===== config.mk =====
export PLATFORM = sky130hd
export DESIGN_NAME = srma_core
export DESIGN_NICKNAME = d
export VERILOG_FILES = /design/src/logic/srma_pkg.sv /design/src/logic/srma_core.sv /design/src/logic/srma_sync3.sv
export VERILOG_INCLUDE_DIRS = /design/src /design/src/logic
export SDC_FILE = /design/constraint.sdc
export NUM_CORES = 1
export LEC_CHECK = 0
export BUFFER_PORTS_ARGS = -buffer_cell sky130_fd_sc_hd__buf_2
export CAP_MARGIN = 20
export CORE_ASPECT_RATIO = 0.9
export CORE_MARGIN = 3
export CORE_UTILIZATION = 35
export DETAILED_ROUTE_END_ITERATION = 12
export HOLD_SLACK_MARGIN = 0.05
export SLEW_MARGIN = 20
export SYNTH_ARGS = -nofsm -noshare
export SYNTH_HDL_FRONTEND = slang
export SYNTH_SLANG_ARGS = --single-unit

===== constraint.sdc =====
create_clock -name mclk_in -period 3.4 [get_ports mclk_in]
set_clock_uncertainty 0.05 [all_clocks]
set_input_delay 0.34 -clock mclk_in [delete_from_list [all_inputs] [get_ports mclk_in]]
set_output_delay 0.34 -clock mclk_in [all_outputs]
set_load 0.05 [all_outputs]

===== src/logic/srma_map.svh =====
// register offsets, field positions and timing constants of the serial register block
`ifndef SRMA_MAP_SVH
`define SRMA_MAP_SVH
// ****************************************************************
// register offsets
// ****************************************************************
`define SRMA_ADDR_RESULT_LOW 5'h00
`define SRMA_ADDR_RESULT_HIGH 5'h01
`define SRMA_ADDR_LIMIT_FLAGS 5'h02
`define SRMA_ADDR_CONV_CTRL 5'h03
`define SRMA_ADDR_GAIN_CHAN 5'h04
`define SRMA_ADDR_PORT_STATE 5'h05
`define SRMA_ADDR_PORT_DIR 5'h06
`define SRMA_ADDR_REF_OSC 5'h07
`define SRMA_ADDR_SER_FMT 5'h18
`define SRMA_ADDR_IDENTITY 5'h1F
// ****************************************************************
// instruction byte fields
// ****************************************************************
`define SRMA_INS_MODE_BIT 7
`define SRMA_INS_READ_BIT 6
`define SRMA_INS_LEN_BIT 5
`define SRMA_INS_ADDR_HI 4
// ****************************************************************
// register fields and masks
// ****************************************************************
`define SRMA_CONVERT_BIT 7
`define SRMA_CONV_CTRL_MASK 8'h2F
`define SRMA_GAIN_CHAN_MASK 8'h7F
`define SRMA_PORT_MASK 8'h0F
`define SRMA_REF_OSC_MASK 8'h3F
`define SRMA_SER_FMT_MASK 8'hE7
`define SRMA_LIMIT_MASK 8'h3F
`define SRMA_ZERO_BYTE 8'h00
// ****************************************************************
// timing: conversion starts on 2nd divided clock falling edge
// ****************************************************************
`define SRMA_START_EDGES 2'h2
`endif


===== src/logic/srma_pkg.sv =====
// types shared by the serial register block
package srma_pkg;
  // serial front end states, one-hot
  typedef enum logic [3:0] {
    SRMA_SYNC = 4'h1,
    SRMA_INSTR = 4'h2,
    SRMA_WDATA = 4'h4,
    SRMA_RDATA = 4'h8
  } srma_state_type;
endpackage : srma_pkg


===== src/logic/srma_core.sv =====
// register-mode serial front end and register map of the acquisition converter
// How it works
// - instruction msb zero means register access
// - bit six one reads, zero writes
// - bit five one means two bytes
// - five low bits give register address
// - even address: second byte at address plus one
// - odd address: second byte at address minus one
// - result split: high byte reg1, low reg0
// - single-byte write to reg0 resets device
// - reg2 holds six limit flags, top zero
// - reg3 holds binary, readback, divider fields
// - reg4 holds gain code and channel
// - bit7 regs 4,5: write converts, read busy
// - reg5 low nibble shows port pins
// - reg6 low nibble sets pin directions
// - reg7 holds oscillator, reference, level bits
// - reg24 holds mirrored serial format bits
// - reg31 returns fixed identity code
// - pin or reg0 reset clears registers, powers down
// - chip select high resets serial only
// - after reg0 reset wait for one bit
// - two-byte write commits both bytes together
// - read data captured at last active edge of preceding byte
// - conversion starts 2nd divided clock falling edge
`timescale 1ns/10ps
`include "srma_map.svh"
module srma_core #(
  parameter logic [7:0] ID_CODE = 8'h5A // arbitrary identity value
) (
  input wire logic mclk_in,
  input wire logic reset_in, // reset pin and power-on, async
  input wire logic cs_n_in, // serial chip select pin
  input wire logic sclk_in, // serial clock pin
  input wire logic sdi_in, // serial data pin
  input wire logic clk_edge_rise_in, // active edge select pin
  input wire logic div_clk_in, // divided conversion clock pin
  input wire logic [13:0] result_in, // conversion result
  input wire logic overrange_flag_in,
  input wire logic [5:0] amp_limit_flag_in,
  input wire logic conv_busy_in, // converter busy from analog side
  input wire logic [3:0] port_pin_in, // port pin levels
  output logic sdo_out, // serial data out
  output logic sdo_oe_out, // high while driving data out
  output logic sdi_drv_out, // two-wire read-back on data pin
  output logic sdi_drv_oe_out,
  output logic conv_start_out, // one-cycle conversion start pulse
  output logic [3:0] port_pin_out,
  output logic [3:0] port_pin_oe_out,
  output logic straight_code_select_out,
  output logic [1:0] auto_readback_mode_out,
  output logic [1:0] conv_clock_divider_out,
  output logic [2:0] gain_code_out,
  output logic [3:0] input_channel_select_out,
  output logic [5:0] ref_osc_out, // run, osc, vref, buffer, high, low
  output logic lsb_first_out,
  output logic two_wire_select_out,
  output logic alt_timing_out
);
  import srma_pkg::*;
  // ****************************************************************
  // pin synchronisers
  // ****************************************************************
  logic [4:0] pins_s; // cs (inverted so reset reads deselected), sclk, sdi, edge select, div clock
  logic [3:0] port_s;
  srma_sync3 #(.WIDTH(5)) u_sync_ser (
    .mclk_in(mclk_in),
    .reset_in(reset_in),
    .pin_in({~cs_n_in, sclk_in, sdi_in, clk_edge_rise_in, div_clk_in}),
    .level_out(pins_s)
  );
  srma_sync3 #(.WIDTH(4)) u_sync_port (
    .mclk_in(mclk_in),
    .reset_in(reset_in),
    .pin_in(port_pin_in),
    .level_out(port_s)
  );
  wire cs_n_s = ~pins_s[4];
  wire sclk_s = pins_s[3];
  wire sdi_s = pins_s[2];
  wire rise_s = pins_s[1];
  wire divided_conversion_clock_s = pins_s[0];
  // ****************************************************************
  // edge detection on filtered serial clock
  // ****************************************************************
  logic sclk_d_r; // previous filtered clock
  logic divided_conversion_clock_d_r;
  wire sclk_rise = sclk_s & ~sclk_d_r;
  wire sclk_fall = ~sclk_s & sclk_d_r;
  wire act_edge = ~cs_n_s & (rise_s ? sclk_rise : sclk_fall);
  wire idle_edge = ~cs_n_s & (rise_s ? sclk_fall : sclk_rise);
  wire divided_conversion_clock_fall = ~divided_conversion_clock_s & divided_conversion_clock_d_r;
  // ****************************************************************
  // registers
  // ****************************************************************
  srma_state_type state_r;
  srma_state_type state_nxt;
  logic [7:0] shift_r; // serial shift register
  logic [2:0] bit_cnt_r; // bits seen in current byte
  logic [4:0] addr_r; // instruction address
  logic read_r;
  logic two_byte_r;
  logic second_r; // working on second byte
  logic [7:0] first_byte_r; // held until the pair commits
  logic [7:0] tx_r; // outgoing byte
  logic [7:0] conv_ctrl_r;
  logic [7:0] gain_chan_r;
  logic [3:0] port_out_r;
  logic [3:0] port_dir_r;
  logic [7:0] ref_osc_r;
  logic [7:0] ser_fmt_r;
  logic soft_reset_r; // pulse from register-0 write
  logic conv_req_r; // start requested, awaiting clock edges
  logic [1:0] divided_conversion_clock_cnt_r;
  logic conv_start_r;
  // ****************************************************************
  // decode of the arriving bit and instruction fields
  // ****************************************************************
  wire lsb_first = ser_fmt_r[0];
  // lsb-first fills from the top so the byte lands in order
  wire [7:0] shift_nxt = lsb_first ? {sdi_s, shift_r[7:1]} : {shift_r[6:0], sdi_s};
  wire byte_done = act_edge & (bit_cnt_r == 3'h7);
  wire ins_regmode = ~shift_nxt[`SRMA_INS_MODE_BIT];
  wire ins_read = shift_nxt[`SRMA_INS_READ_BIT];
  wire ins_two = shift_nxt[`SRMA_INS_LEN_BIT];
  wire [4:0] ins_addr = shift_nxt[`SRMA_INS_ADDR_HI:0];
  // reg0 single-byte write resets at once, no data awaited
  wire reset_cmd = (state_r == SRMA_INSTR) & byte_done & ins_regmode & ~ins_read & ~ins_two
    & (ins_addr == `SRMA_ADDR_RESULT_LOW);
  // second byte address: even plus one, odd minus one
  wire [4:0] pair_addr = addr_r[0] ? addr_r - 5'h01 : addr_r + 5'h01;
  wire [4:0] cur_addr = second_r ? pair_addr : addr_r;
  wire dev_reset = reset_in; // async part; soft reset handled synchronously
  // ****************************************************************
  // read multiplexer
  // ****************************************************************
  function automatic logic [7:0] read_reg(input logic [4:0] a);
    logic [7:0] v;
    v = `SRMA_ZERO_BYTE;
    unique case (a)
      `SRMA_ADDR_RESULT_LOW: v = {result_in[5:0], 1'b0, overrange_flag_in};
      `SRMA_ADDR_RESULT_HIGH: v = result_in[13:6];
      `SRMA_ADDR_LIMIT_FLAGS: v = {2'b00, amp_limit_flag_in};
      `SRMA_ADDR_CONV_CTRL: v = conv_ctrl_r;
      `SRMA_ADDR_GAIN_CHAN: v = {conv_busy_in | conv_req_r, gain_chan_r[6:0]};
      `SRMA_ADDR_PORT_STATE: v = {conv_busy_in | conv_req_r, 3'b000, port_s};
      `SRMA_ADDR_PORT_DIR: v = {4'h0, port_dir_r};
      `SRMA_ADDR_REF_OSC: v = ref_osc_r;
      `SRMA_ADDR_SER_FMT: v = ser_fmt_r;
      `SRMA_ADDR_IDENTITY: v = ID_CODE;
      default: v = `SRMA_ZERO_BYTE;
    endcase
    return v;
  endfunction : read_reg
  // ****************************************************************
  // serial state machine, next state
  // ****************************************************************
  always_comb begin
    state_nxt = state_r;
    unique case (state_r)
      SRMA_SYNC: begin
        // wait for a one as synchronising bit
        if (act_edge && sdi_s) begin
          state_nxt = SRMA_INSTR;
        end
      end
      SRMA_INSTR: begin
        if (byte_done) begin
          if (!ins_regmode || reset_cmd) begin
            state_nxt = reset_cmd ? SRMA_SYNC : SRMA_INSTR;
          end else begin
            state_nxt = ins_read ? SRMA_RDATA : SRMA_WDATA;
          end
        end
      end
      SRMA_WDATA, SRMA_RDATA: begin
        if (byte_done && (!two_byte_r || second_r)) begin
          state_nxt = SRMA_INSTR;
        end
      end
      default: state_nxt = SRMA_INSTR;
    endcase
  end
  // ****************************************************************
  // serial shift, counters and transfer bookkeeping
  // ****************************************************************
  always_ff @(posedge mclk_in or posedge reset_in) begin
    if (reset_in) begin
      state_r <= SRMA_INSTR;
      shift_r <= `SRMA_ZERO_BYTE;
      bit_cnt_r <= 3'h0;
      addr_r <= 5'h00;
      read_r <= 1'b0;
      two_byte_r <= 1'b0;
      second_r <= 1'b0;
      first_byte_r <= `SRMA_ZERO_BYTE;
      sclk_d_r <= 1'b0;
      divided_conversion_clock_d_r <= 1'b0;
    end else begin
      sclk_d_r <= sclk_s;
      divided_conversion_clock_d_r <= divided_conversion_clock_s;
      if (cs_n_s) begin
        // chip select high: serial side only, registers kept
        state_r <= SRMA_INSTR;
        bit_cnt_r <= 3'h0;
        second_r <= 1'b0;
      end else if (act_edge) begin
        state_r <= state_nxt;
        shift_r <= shift_nxt;
        // sync bit is not counted as instruction data
        bit_cnt_r <= (state_r == SRMA_SYNC) ? 3'h0 : bit_cnt_r + 3'h1;
        if (state_r == SRMA_INSTR && byte_done) begin
          addr_r <= ins_addr;
          read_r <= ins_read;
          two_byte_r <= ins_two;
          second_r <= 1'b0;
        end else if (byte_done && two_byte_r && !second_r) begin
          first_byte_r <= shift_nxt;
          second_r <= 1'b1;
        end else if (byte_done) begin
          second_r <= 1'b0;
        end
      end
    end
  end
  // ****************************************************************
  // write commit: one byte, or both of a pair in the same cycle
  // ****************************************************************
  wire commit = (state_r == SRMA_WDATA) & byte_done & (!two_byte_r | second_r);
  wire [7:0] wr_a_data = two_byte_r ? first_byte_r : shift_nxt;
  wire [4:0] wr_b_addr = pair_addr;
  wire wr_b_en = commit & two_byte_r;
  // read-only and unlisted addresses simply match nothing here
  function automatic logic hit(input logic [4:0] reg_addr);
    return commit & (addr_r == reg_addr) | wr_b_en & (wr_b_addr == reg_addr);
  endfunction : hit
  function automatic logic [7:0] wdat(input logic [4:0] reg_addr);
    return (commit & (addr_r == reg_addr)) ? wr_a_data : shift_nxt;
  endfunction : wdat
  wire [7:0] wd_gain = wdat(`SRMA_ADDR_GAIN_CHAN);
  wire [7:0] wd_port = wdat(`SRMA_ADDR_PORT_STATE);
  wire [7:0] wd_dir = wdat(`SRMA_ADDR_PORT_DIR);
  wire conv_write = (hit(`SRMA_ADDR_GAIN_CHAN) & wd_gain[`SRMA_CONVERT_BIT])
    | (hit(`SRMA_ADDR_PORT_STATE) & wd_port[`SRMA_CONVERT_BIT]);
  // ****************************************************************
  // register file; soft reset clears it like the reset pin
  // ****************************************************************
  always_ff @(posedge mclk_in or posedge dev_reset) begin
    if (dev_reset) begin
      conv_ctrl_r <= `SRMA_ZERO_BYTE;
      gain_chan_r <= `SRMA_ZERO_BYTE;
      port_out_r <= 4'h0;
      port_dir_r <= 4'h0;
      ref_osc_r <= `SRMA_ZERO_BYTE;
      ser_fmt_r <= `SRMA_ZERO_BYTE;
      soft_reset_r <= 1'b0;
    end else if (soft_reset_r) begin
      conv_ctrl_r <= `SRMA_ZERO_BYTE;
      gain_chan_r <= `SRMA_ZERO_BYTE;
      port_out_r <= 4'h0;
      port_dir_r <= 4'h0;
      ref_osc_r <= `SRMA_ZERO_BYTE;
      ser_fmt_r <= `SRMA_ZERO_BYTE;
      soft_reset_r <= 1'b0;
    end else begin
      soft_reset_r <= reset_cmd & ~cs_n_s;
      if (hit(`SRMA_ADDR_CONV_CTRL)) begin
        conv_ctrl_r <= wdat(`SRMA_ADDR_CONV_CTRL) & `SRMA_CONV_CTRL_MASK;
      end
      if (hit(`SRMA_ADDR_GAIN_CHAN)) begin
        gain_chan_r <= wd_gain & `SRMA_GAIN_CHAN_MASK;
      end
      if (hit(`SRMA_ADDR_PORT_STATE)) begin
        port_out_r <= wd_port[3:0];
      end
      if (hit(`SRMA_ADDR_PORT_DIR)) begin
        port_dir_r <= wd_dir[3:0];
      end
      if (hit(`SRMA_ADDR_REF_OSC)) begin
        ref_osc_r <= wdat(`SRMA_ADDR_REF_OSC) & `SRMA_REF_OSC_MASK;
      end
      if (hit(`SRMA_ADDR_SER_FMT)) begin
        ser_fmt_r <= wdat(`SRMA_ADDR_SER_FMT) & `SRMA_SER_FMT_MASK;
      end
    end
  end
  // ****************************************************************
  // read data: snapshot at last active edge of the byte before each data byte
  // ****************************************************************
  wire load_tx = (state_r == SRMA_INSTR) & byte_done & ins_regmode & ins_read;
  wire load_tx2 = (state_r == SRMA_RDATA) & byte_done & two_byte_r & ~second_r;
  // a snapshot at the byte boundary stands for the first edge of the byte
  always_ff @(posedge mclk_in or posedge reset_in) begin
    if (reset_in) begin
      tx_r <= `SRMA_ZERO_BYTE;
      sdo_out <= 1'b0;
    end else begin
      if (load_tx) begin
        tx_r <= read_reg(ins_addr);
      end else if (load_tx2) begin
        tx_r <= read_reg(pair_addr);
      end else if (idle_edge && state_r == SRMA_RDATA) begin
        // data moves on the inactive edge
        sdo_out <= lsb_first ? tx_r[0] : tx_r[7];
        tx_r <= lsb_first ? {1'b0, tx_r[7:1]} : {tx_r[6:0], 1'b0};
      end
    end
  end
  // ****************************************************************
  // conversion start: second falling divided clock edge after write
  // ****************************************************************
  always_ff @(posedge mclk_in or posedge reset_in) begin
    if (reset_in) begin
      conv_req_r <= 1'b0;
      divided_conversion_clock_cnt_r <= 2'h0;
      conv_start_r <= 1'b0;
    end else begin
      conv_start_r <= 1'b0;
      if (conv_write) begin
        conv_req_r <= 1'b1;
        divided_conversion_clock_cnt_r <= 2'h0;
      end else if (conv_req_r && divided_conversion_clock_fall) begin
        if (divided_conversion_clock_cnt_r + 2'h1 == `SRMA_START_EDGES) begin
          conv_req_r <= 1'b0;
          conv_start_r <= 1'b1;
        end
        divided_conversion_clock_cnt_r <= divided_conversion_clock_cnt_r + 2'h1;
      end
    end
  end
  // ****************************************************************
  // outputs
  // ****************************************************************
  wire cur_unused = ^cur_addr;
  assign sdo_oe_out = ~cs_n_s | (cur_unused & 1'b0);
  assign sdi_drv_out = sdo_out;
  assign sdi_drv_oe_out = two_wire_select_out & (state_r == SRMA_RDATA) & ~cs_n_s;
  assign conv_start_out = conv_start_r;
  assign port_pin_out = port_out_r;
  assign port_pin_oe_out = port_dir_r;
  assign straight_code_select_out = conv_ctrl_r[5];
  assign auto_readback_mode_out = conv_ctrl_r[3:2];
  assign conv_clock_divider_out = conv_ctrl_r[1:0];
  assign gain_code_out = gain_chan_r[6:4];
  assign input_channel_select_out = gain_chan_r[3:0];
  assign ref_osc_out = ref_osc_r[5:0];
  assign lsb_first_out = ser_fmt_r[0];
  assign two_wire_select_out = ser_fmt_r[1];
  assign alt_timing_out = ser_fmt_r[2];
endmodule : srma_core


===== src/logic/srma_sync3.sv =====
// three-stage pin synchroniser with agreement filter
`timescale 1ns/10ps
module srma_sync3 #(
  parameter int WIDTH = 1
) (
  input wire logic mclk_in,
  input wire logic reset_in,
  input wire logic [WIDTH-1:0] pin_in,
  output logic [WIDTH-1:0] level_out
);
  logic [WIDTH-1:0] s1_r; // first stage, read by s2 only
  logic [WIDTH-1:0] s2_r;
  logic [WIDTH-1:0] s3_r;
  logic [WIDTH-1:0] level_r;
  // ****************************************************************
  // per-bit chain: level changes once stages two and three agree
  // ****************************************************************
  genvar g;
  generate
    for (g = 0; g < WIDTH; g++) begin : g_bit
      always_ff @(posedge mclk_in or posedge reset_in) begin
        if (reset_in) begin
          s1_r[g] <= 1'b0;
          s2_r[g] <= 1'b0;
          s3_r[g] <= 1'b0;
          level_r[g] <= 1'b0;
        end else begin
          s1_r[g] <= pin_in[g];
          s2_r[g] <= s1_r[g];
          s3_r[g] <= s2_r[g];
          if (s2_r[g] == s3_r[g]) begin
            level_r[g] <= s3_r[g];
          end
        end
      end
    end
  endgenerate
  assign level_out = level_r;
endmodule : srma_sync3


* Word-level counts from Yosys, hierarchy flattened
Index checks and enable logic that the tools add are counted.
** Word-level totals
- Register bits after elaboration :: 121
- Input port bits :: 33
- Output and inout port bits :: 34
- Word-level logic and storage cells :: 246
** Operators by class
- Add/subtract/negate cells :: 4
- Eq/ne operators :: 44
- Mux-type cells :: 56
- Bitwise logic cells :: 55
- Reduce and logical (&&, ||, !) cells :: 30
** Operator list (number)
- $pmux W8 S10 :: 2
- $mux W8 :: 15
- $eq A5 B3 Y1 const B :: 12
- $mux W4 :: 12
- $and A1 B1 Y1 :: 35
- $eq A5 B2 Y1 const B :: 5
- $eq A5 B5 Y1 const B :: 5
- $reduce_bool A2 Y1 :: 8
- $mux W1 :: 15
- $mux W7 :: 2
- $mux W6 :: 2
- $pmux W4 S3 :: 1
- $not A1 Y1 :: 11
- $eq A5 B1 Y1 const B :: 2
- $logic_not A5 Y1 :: 2
- $eq A1 B1 Y1 :: 9
- $mux W3 :: 3
- $ne A3 B3 Y1 const B :: 3
- $or A1 B1 Y1 :: 9
- $reduce_and A4 Y1 :: 2
- $logic_and A1 B1 Y1 :: 7
- $mux W2 :: 3
- $reduce_and A2 Y1 :: 3
- $reduce_and A3 Y1 :: 2
- other kinds (17) :: 19

* Logic depth before layout (Yosys ltp)
- Word-level depth :: 16
- Mapped depth :: 10

* Hierarchy
Synthesis repeated with hierarchy kept, for this count alone.
** Unflattened totals
- Cell total of the unflattened synthesis :: 719
- Area total of the unflattened synthesis :: 7031.7 µm²
** By module, submodules not included
- srma_core :: times used 1, cells an instance 672, area each 6022.0 µm²
- srma_sync3 at u_sync_ser :: times used 1, cells an instance 26, area each 560.5 µm²
- srma_sync3 at u_sync_port :: times used 1, cells an instance 21, area each 449.2 µm²

* Worst setup path before layout
Ideal clock, no wire load.
- Kind :: reg2reg
- From :: reg addr_r[0]
- To :: reg gain_chan_r[2]
- Library setup time :: 0.138 ns
- Arrival time :: 2.525 ns
- Required time :: 3.212 ns
- Slack :: 0.687 ns
- Stages on the path, launching flop included :: 10
- Path buffers :: 1
- Cell sequence :: dfrtp_1 > clkinv_1 > ha_1 > or3b_1 > a221o_1 > a2111oi_4 > and3_1 > buf_6 > mux2i_1 > a211oi_1
** On the way
- Word-level cells in the longest chain between the ends :: 6
- Elaborated cells on any way between the ends :: 12
** RTL lines
- start: declaration :: line srma_core.sv:100 : logic [4:0] addr_r;
- start signal: assignment :: line srma_core.sv:213 : addr_r <= ins_addr;
- $add A5 B1 Y5 or $sub A5 B1 Y5 (tied branches) :: line srma_core.sv:131 : wire [4:0] pair_addr = addr_r[0] ? addr_r - 5'h01 : addr_r + 5'h01;
- $mux W5 :: line srma_core.sv:131
- $eq A5 B3 Y1 :: line srma_core.sv:235 : return commit & (addr_r == reg_addr) | wr_b_en & (wr_b_addr == reg_addr);
- $and A1 B1 Y1 :: line srma_core.sv:235
- $or A1 B1 Y1 :: line srma_core.sv:235
- $reduce_bool A2 Y1 (no source line)
- end signal: assignment :: line srma_core.sv:251 : gain_chan_r <= `SRMA_ZERO_BYTE;
- end signal: assignment :: line srma_core.sv:259 : gain_chan_r <= `SRMA_ZERO_BYTE;
- end signal: assignment :: line srma_core.sv:271 : gain_chan_r <= wd_gain & `SRMA_GAIN_CHAN_MASK;
- end: declaration :: line srma_core.sv:107 : logic [7:0] gain_chan_r;
Several ways; a longest one is shown, not always the timed one. The select of a mux whose other input is x is not followed.
A chain may end at the register's enable or synchronous reset.

* Final worst setup path
- From :: reg addr_r[0]
- To :: reg gain_chan_r[1]
Same word-level chain as after synthesis.

==> flow_summary.toml <==
[yosys]
synth_edf_count = 0
async_flop_share_pct = 100
yosys_most_used_dff = "dfrtp_1"
avgSynthCellArea_um2 = 9.46
synth-seq-cells = 114
synthXorXnorAreaFrac_pct = 0.661
ys_seq_area_share_pct = 43.1
synth_common_cells = "113 x dfrtp_1, 76 x nand2_1, 60 x nor2_1"
synth_simple_gate_area_share_pct = 17.4
synth_adder_area_share_pct = 2.49
yosys-top-cells-area = "dfrtp_1 43%, mux2_2 4.9%, mux2i_1 4.5%"
synthDistinctLibCells = 81
synth_compound_area_share_pct = 22.6
synth_area_um2 = 6630
yosys.area.top_type = "dfrtp_1"
yosysWarnings = 0
yosysTopAreaCellShare_pct = 42.7
synthMuxAreaShare_pct = 9.80
synth_most_common_cell = "dfrtp_1"
synth_top_family_by_area = "compound AO/OA/AOI/OAI gates"
syn_nets = 739
syn_inst = 700

[sta]
hold_ws_ns = 0.296
timing.final.ws_setup_ns = 0.283
slew_headroom_pct = 34.8
finalSetupViolCount = 0
min_period_over_period_pct = 91.7
drv_slew = 0
tightest_slew_ns = 0.978
timing.setup.tns_ns = 0
finalCriticalPeriod_ns = 3.12
clock.fmax_ghz = 0.321
timing.final.hold_violations = 0
rsz0062_at_grt = "false"

[placement]
placedCellCount = 998
io_buffers = 66
hpwl_um = 15500
dp_slack_ns = 0.389
place_congestion = 0.966

[floorplanning]
boundaryPins = 67
coreArea_um2 = 18500
std_cell_rows = 47
dieArea_um2 = 20600
initial_core_util_pct = 35.9
die_w_um = 151
die_h_um = 137

[route]
firstDrtPassIters = 5
routed_wl_um = 21400
vias = 5969
drc = 0
routed_via_density = 5.73
drt_iter0_drc = 588
drtAntennaViolNets = 0
avgRoutedWirePerCell_um = 20.5

[power]
p_leak_uw = 0.00342
ir_drop_mv = 0.343
power_density_nw_per_um2 = 564

[clocking]
clock-sinks = 114
clk_path_buf_depth = 2
clk_pin_slew_ns = 0.06
cts_inserted_buffers = 17
htreeDepth = 4
cts_resized = 0
cts_tree = "built"
clkLatencyLatePin_ns = 0.42
cts_root_buf = "clkbuf_16"

[finish]
nets = 822
nFillCells = 1817
multiInputGateArea_um2 = 3510
final_core_util_pct = 44.0
instances_no_fill = 1041
regArea_um2 = 2850
layout-drive-gt1-share_pct = 23.9
area_growth_pct = 22.6
n_antenna_cell = 0

[worst_setup_path]
r2r_end = "gain_chan_r[1]"
startpoint = "addr_r[0]"
cp.arrival_ns = 3.38
r2r_slack_ns = 0.28
r2r_cells = 8
r2r_start = "addr_r[0]"
worstPathMaxFanout = 7
cp.required_ns = 3.66
criticalPathCategory = "reg -> reg"
end_kind = "register"
endpoint = "gain_chan_r[1]"
crit_path_start_kind = "register"

[grt]
grt_max_degree = 47
grt_pass1_wl_um = 33500
grt_pass1_vias = 5702
antenna_found_initial = 0
track_usage_pct = 21.4
grt.overflow.total = 0

[hold_path]
hold_path.class = "reg -> reg"
whs_path_depth = 0

[outcome]
status = "complete, no violations"

[run]
drv_cap = 0
-- critical path: stages, from the launching register on --
cell and delay, ns:
dfrtp_1 0.40, clkinv_1 0.11, ha_1 0.26, or3b_1 0.39, a221o_1 0.36, a2111oi_4 0.52, and3_1 0.51, mux2i_1 0.14
a211oi_1 0.28
-- stage by stage --
stage	cell area, µm²	total power, µW
after global routing	8120	4770
after detailed placement	7340	2550
final	8120	4580
after global placement	7340	2550
after floorplan	6630	2180
after CTS	8090	4590
-- cells by family after synthesis --
| group | after synthesis |
|---|---|
| mux | 60 |
| fa+ha+maj | 15 |
| simple gates | 230 |
| flops | 114 |
| compound gates | 213 |
| buf+inv | 63 |
| xor+xnor | 5 |
-- routing by layer --
metal | GRT usage, % | share of wire, % | vias up
met4 | 6.95 | 2.4 | 0
li1 | - | - | 2762
met3 | 4.77 | 8.6 | 49
met2 | 30.8 | 43 | 289
met5 | 0 | 0 | -
met1 | 31.7 | 46 | 2869
-- how the worst min path moves through the flow --
stage	to	slack (ns)	start
after floorplan	u_sync_port.s2_r[0]	0.28	u_sync_port.s1_r[0]
after detailed placement	u_sync_ser.s2_r[0]	0.28	u_sync_ser.s1_r[0]
final	u_sync_ser.s2_r[0]	0.30	u_sync_ser.s1_r[0]
after global placement	u_sync_port.s2_r[1]	0.28	u_sync_port.s1_r[1]
after CTS	shift_r[3]	0.12	reset_in
after global routing	u_sync_port.s2_r[2]	0.31	u_sync_port.s1_r[2]
-- layout make-up --
cell class | instances | share of cell area, %
multi-input combinational | 523 | 43.2
sequential | 114 | 35.1
timing repair buffer | 113 | 9.03
clock buffer | 18 | 5.41
tap | 245 | 3.77
clock inverter | 14 | 2.77
inverter | 14 | 0.693
-- cells in the final DEF (no fill, tap or decap), types with 8 or more instances in the layout --
master	n
nand2_1	76
mux2_2	29
a211oi_1	8
o31ai_1	11
nand3_1	13
nor2b_1	8
nor2_1	60
mux2i_1	30
a22oi_1	13
dfrtp_1	113
o22ai_1	10
buf_2	66
nor3_1	11
dlygate4sd3_1	10
a21oi_1	44
o21a_1	9
maj3_1	9
a21o_1	10
o21ai_0	35
clkbuf_16	17
inv_1	12
buf_4	35
-- sequential cells by signal, summed over array words and instances, names as in the netlist, 6 cells and up --
name / flops
tx_r: 8
gain_chan_r: 7
shift_r: 8
ref_osc_r: 6
ser_fmt_r: 6
first_byte_r: 8
-- what timing repair did --
action                                 in CTS  in global routing
hold buffers                                9                  1
setup buffers                               0                  0
endpoints found under the hold margin       9                 14
-- power breakdown --
part,switching (µW),internal (µW)
combinational,629,369
sequential,130,1440
clock,682,1330
total,1440,3140
Note: power is estimated with default switching activity, not from simulation.
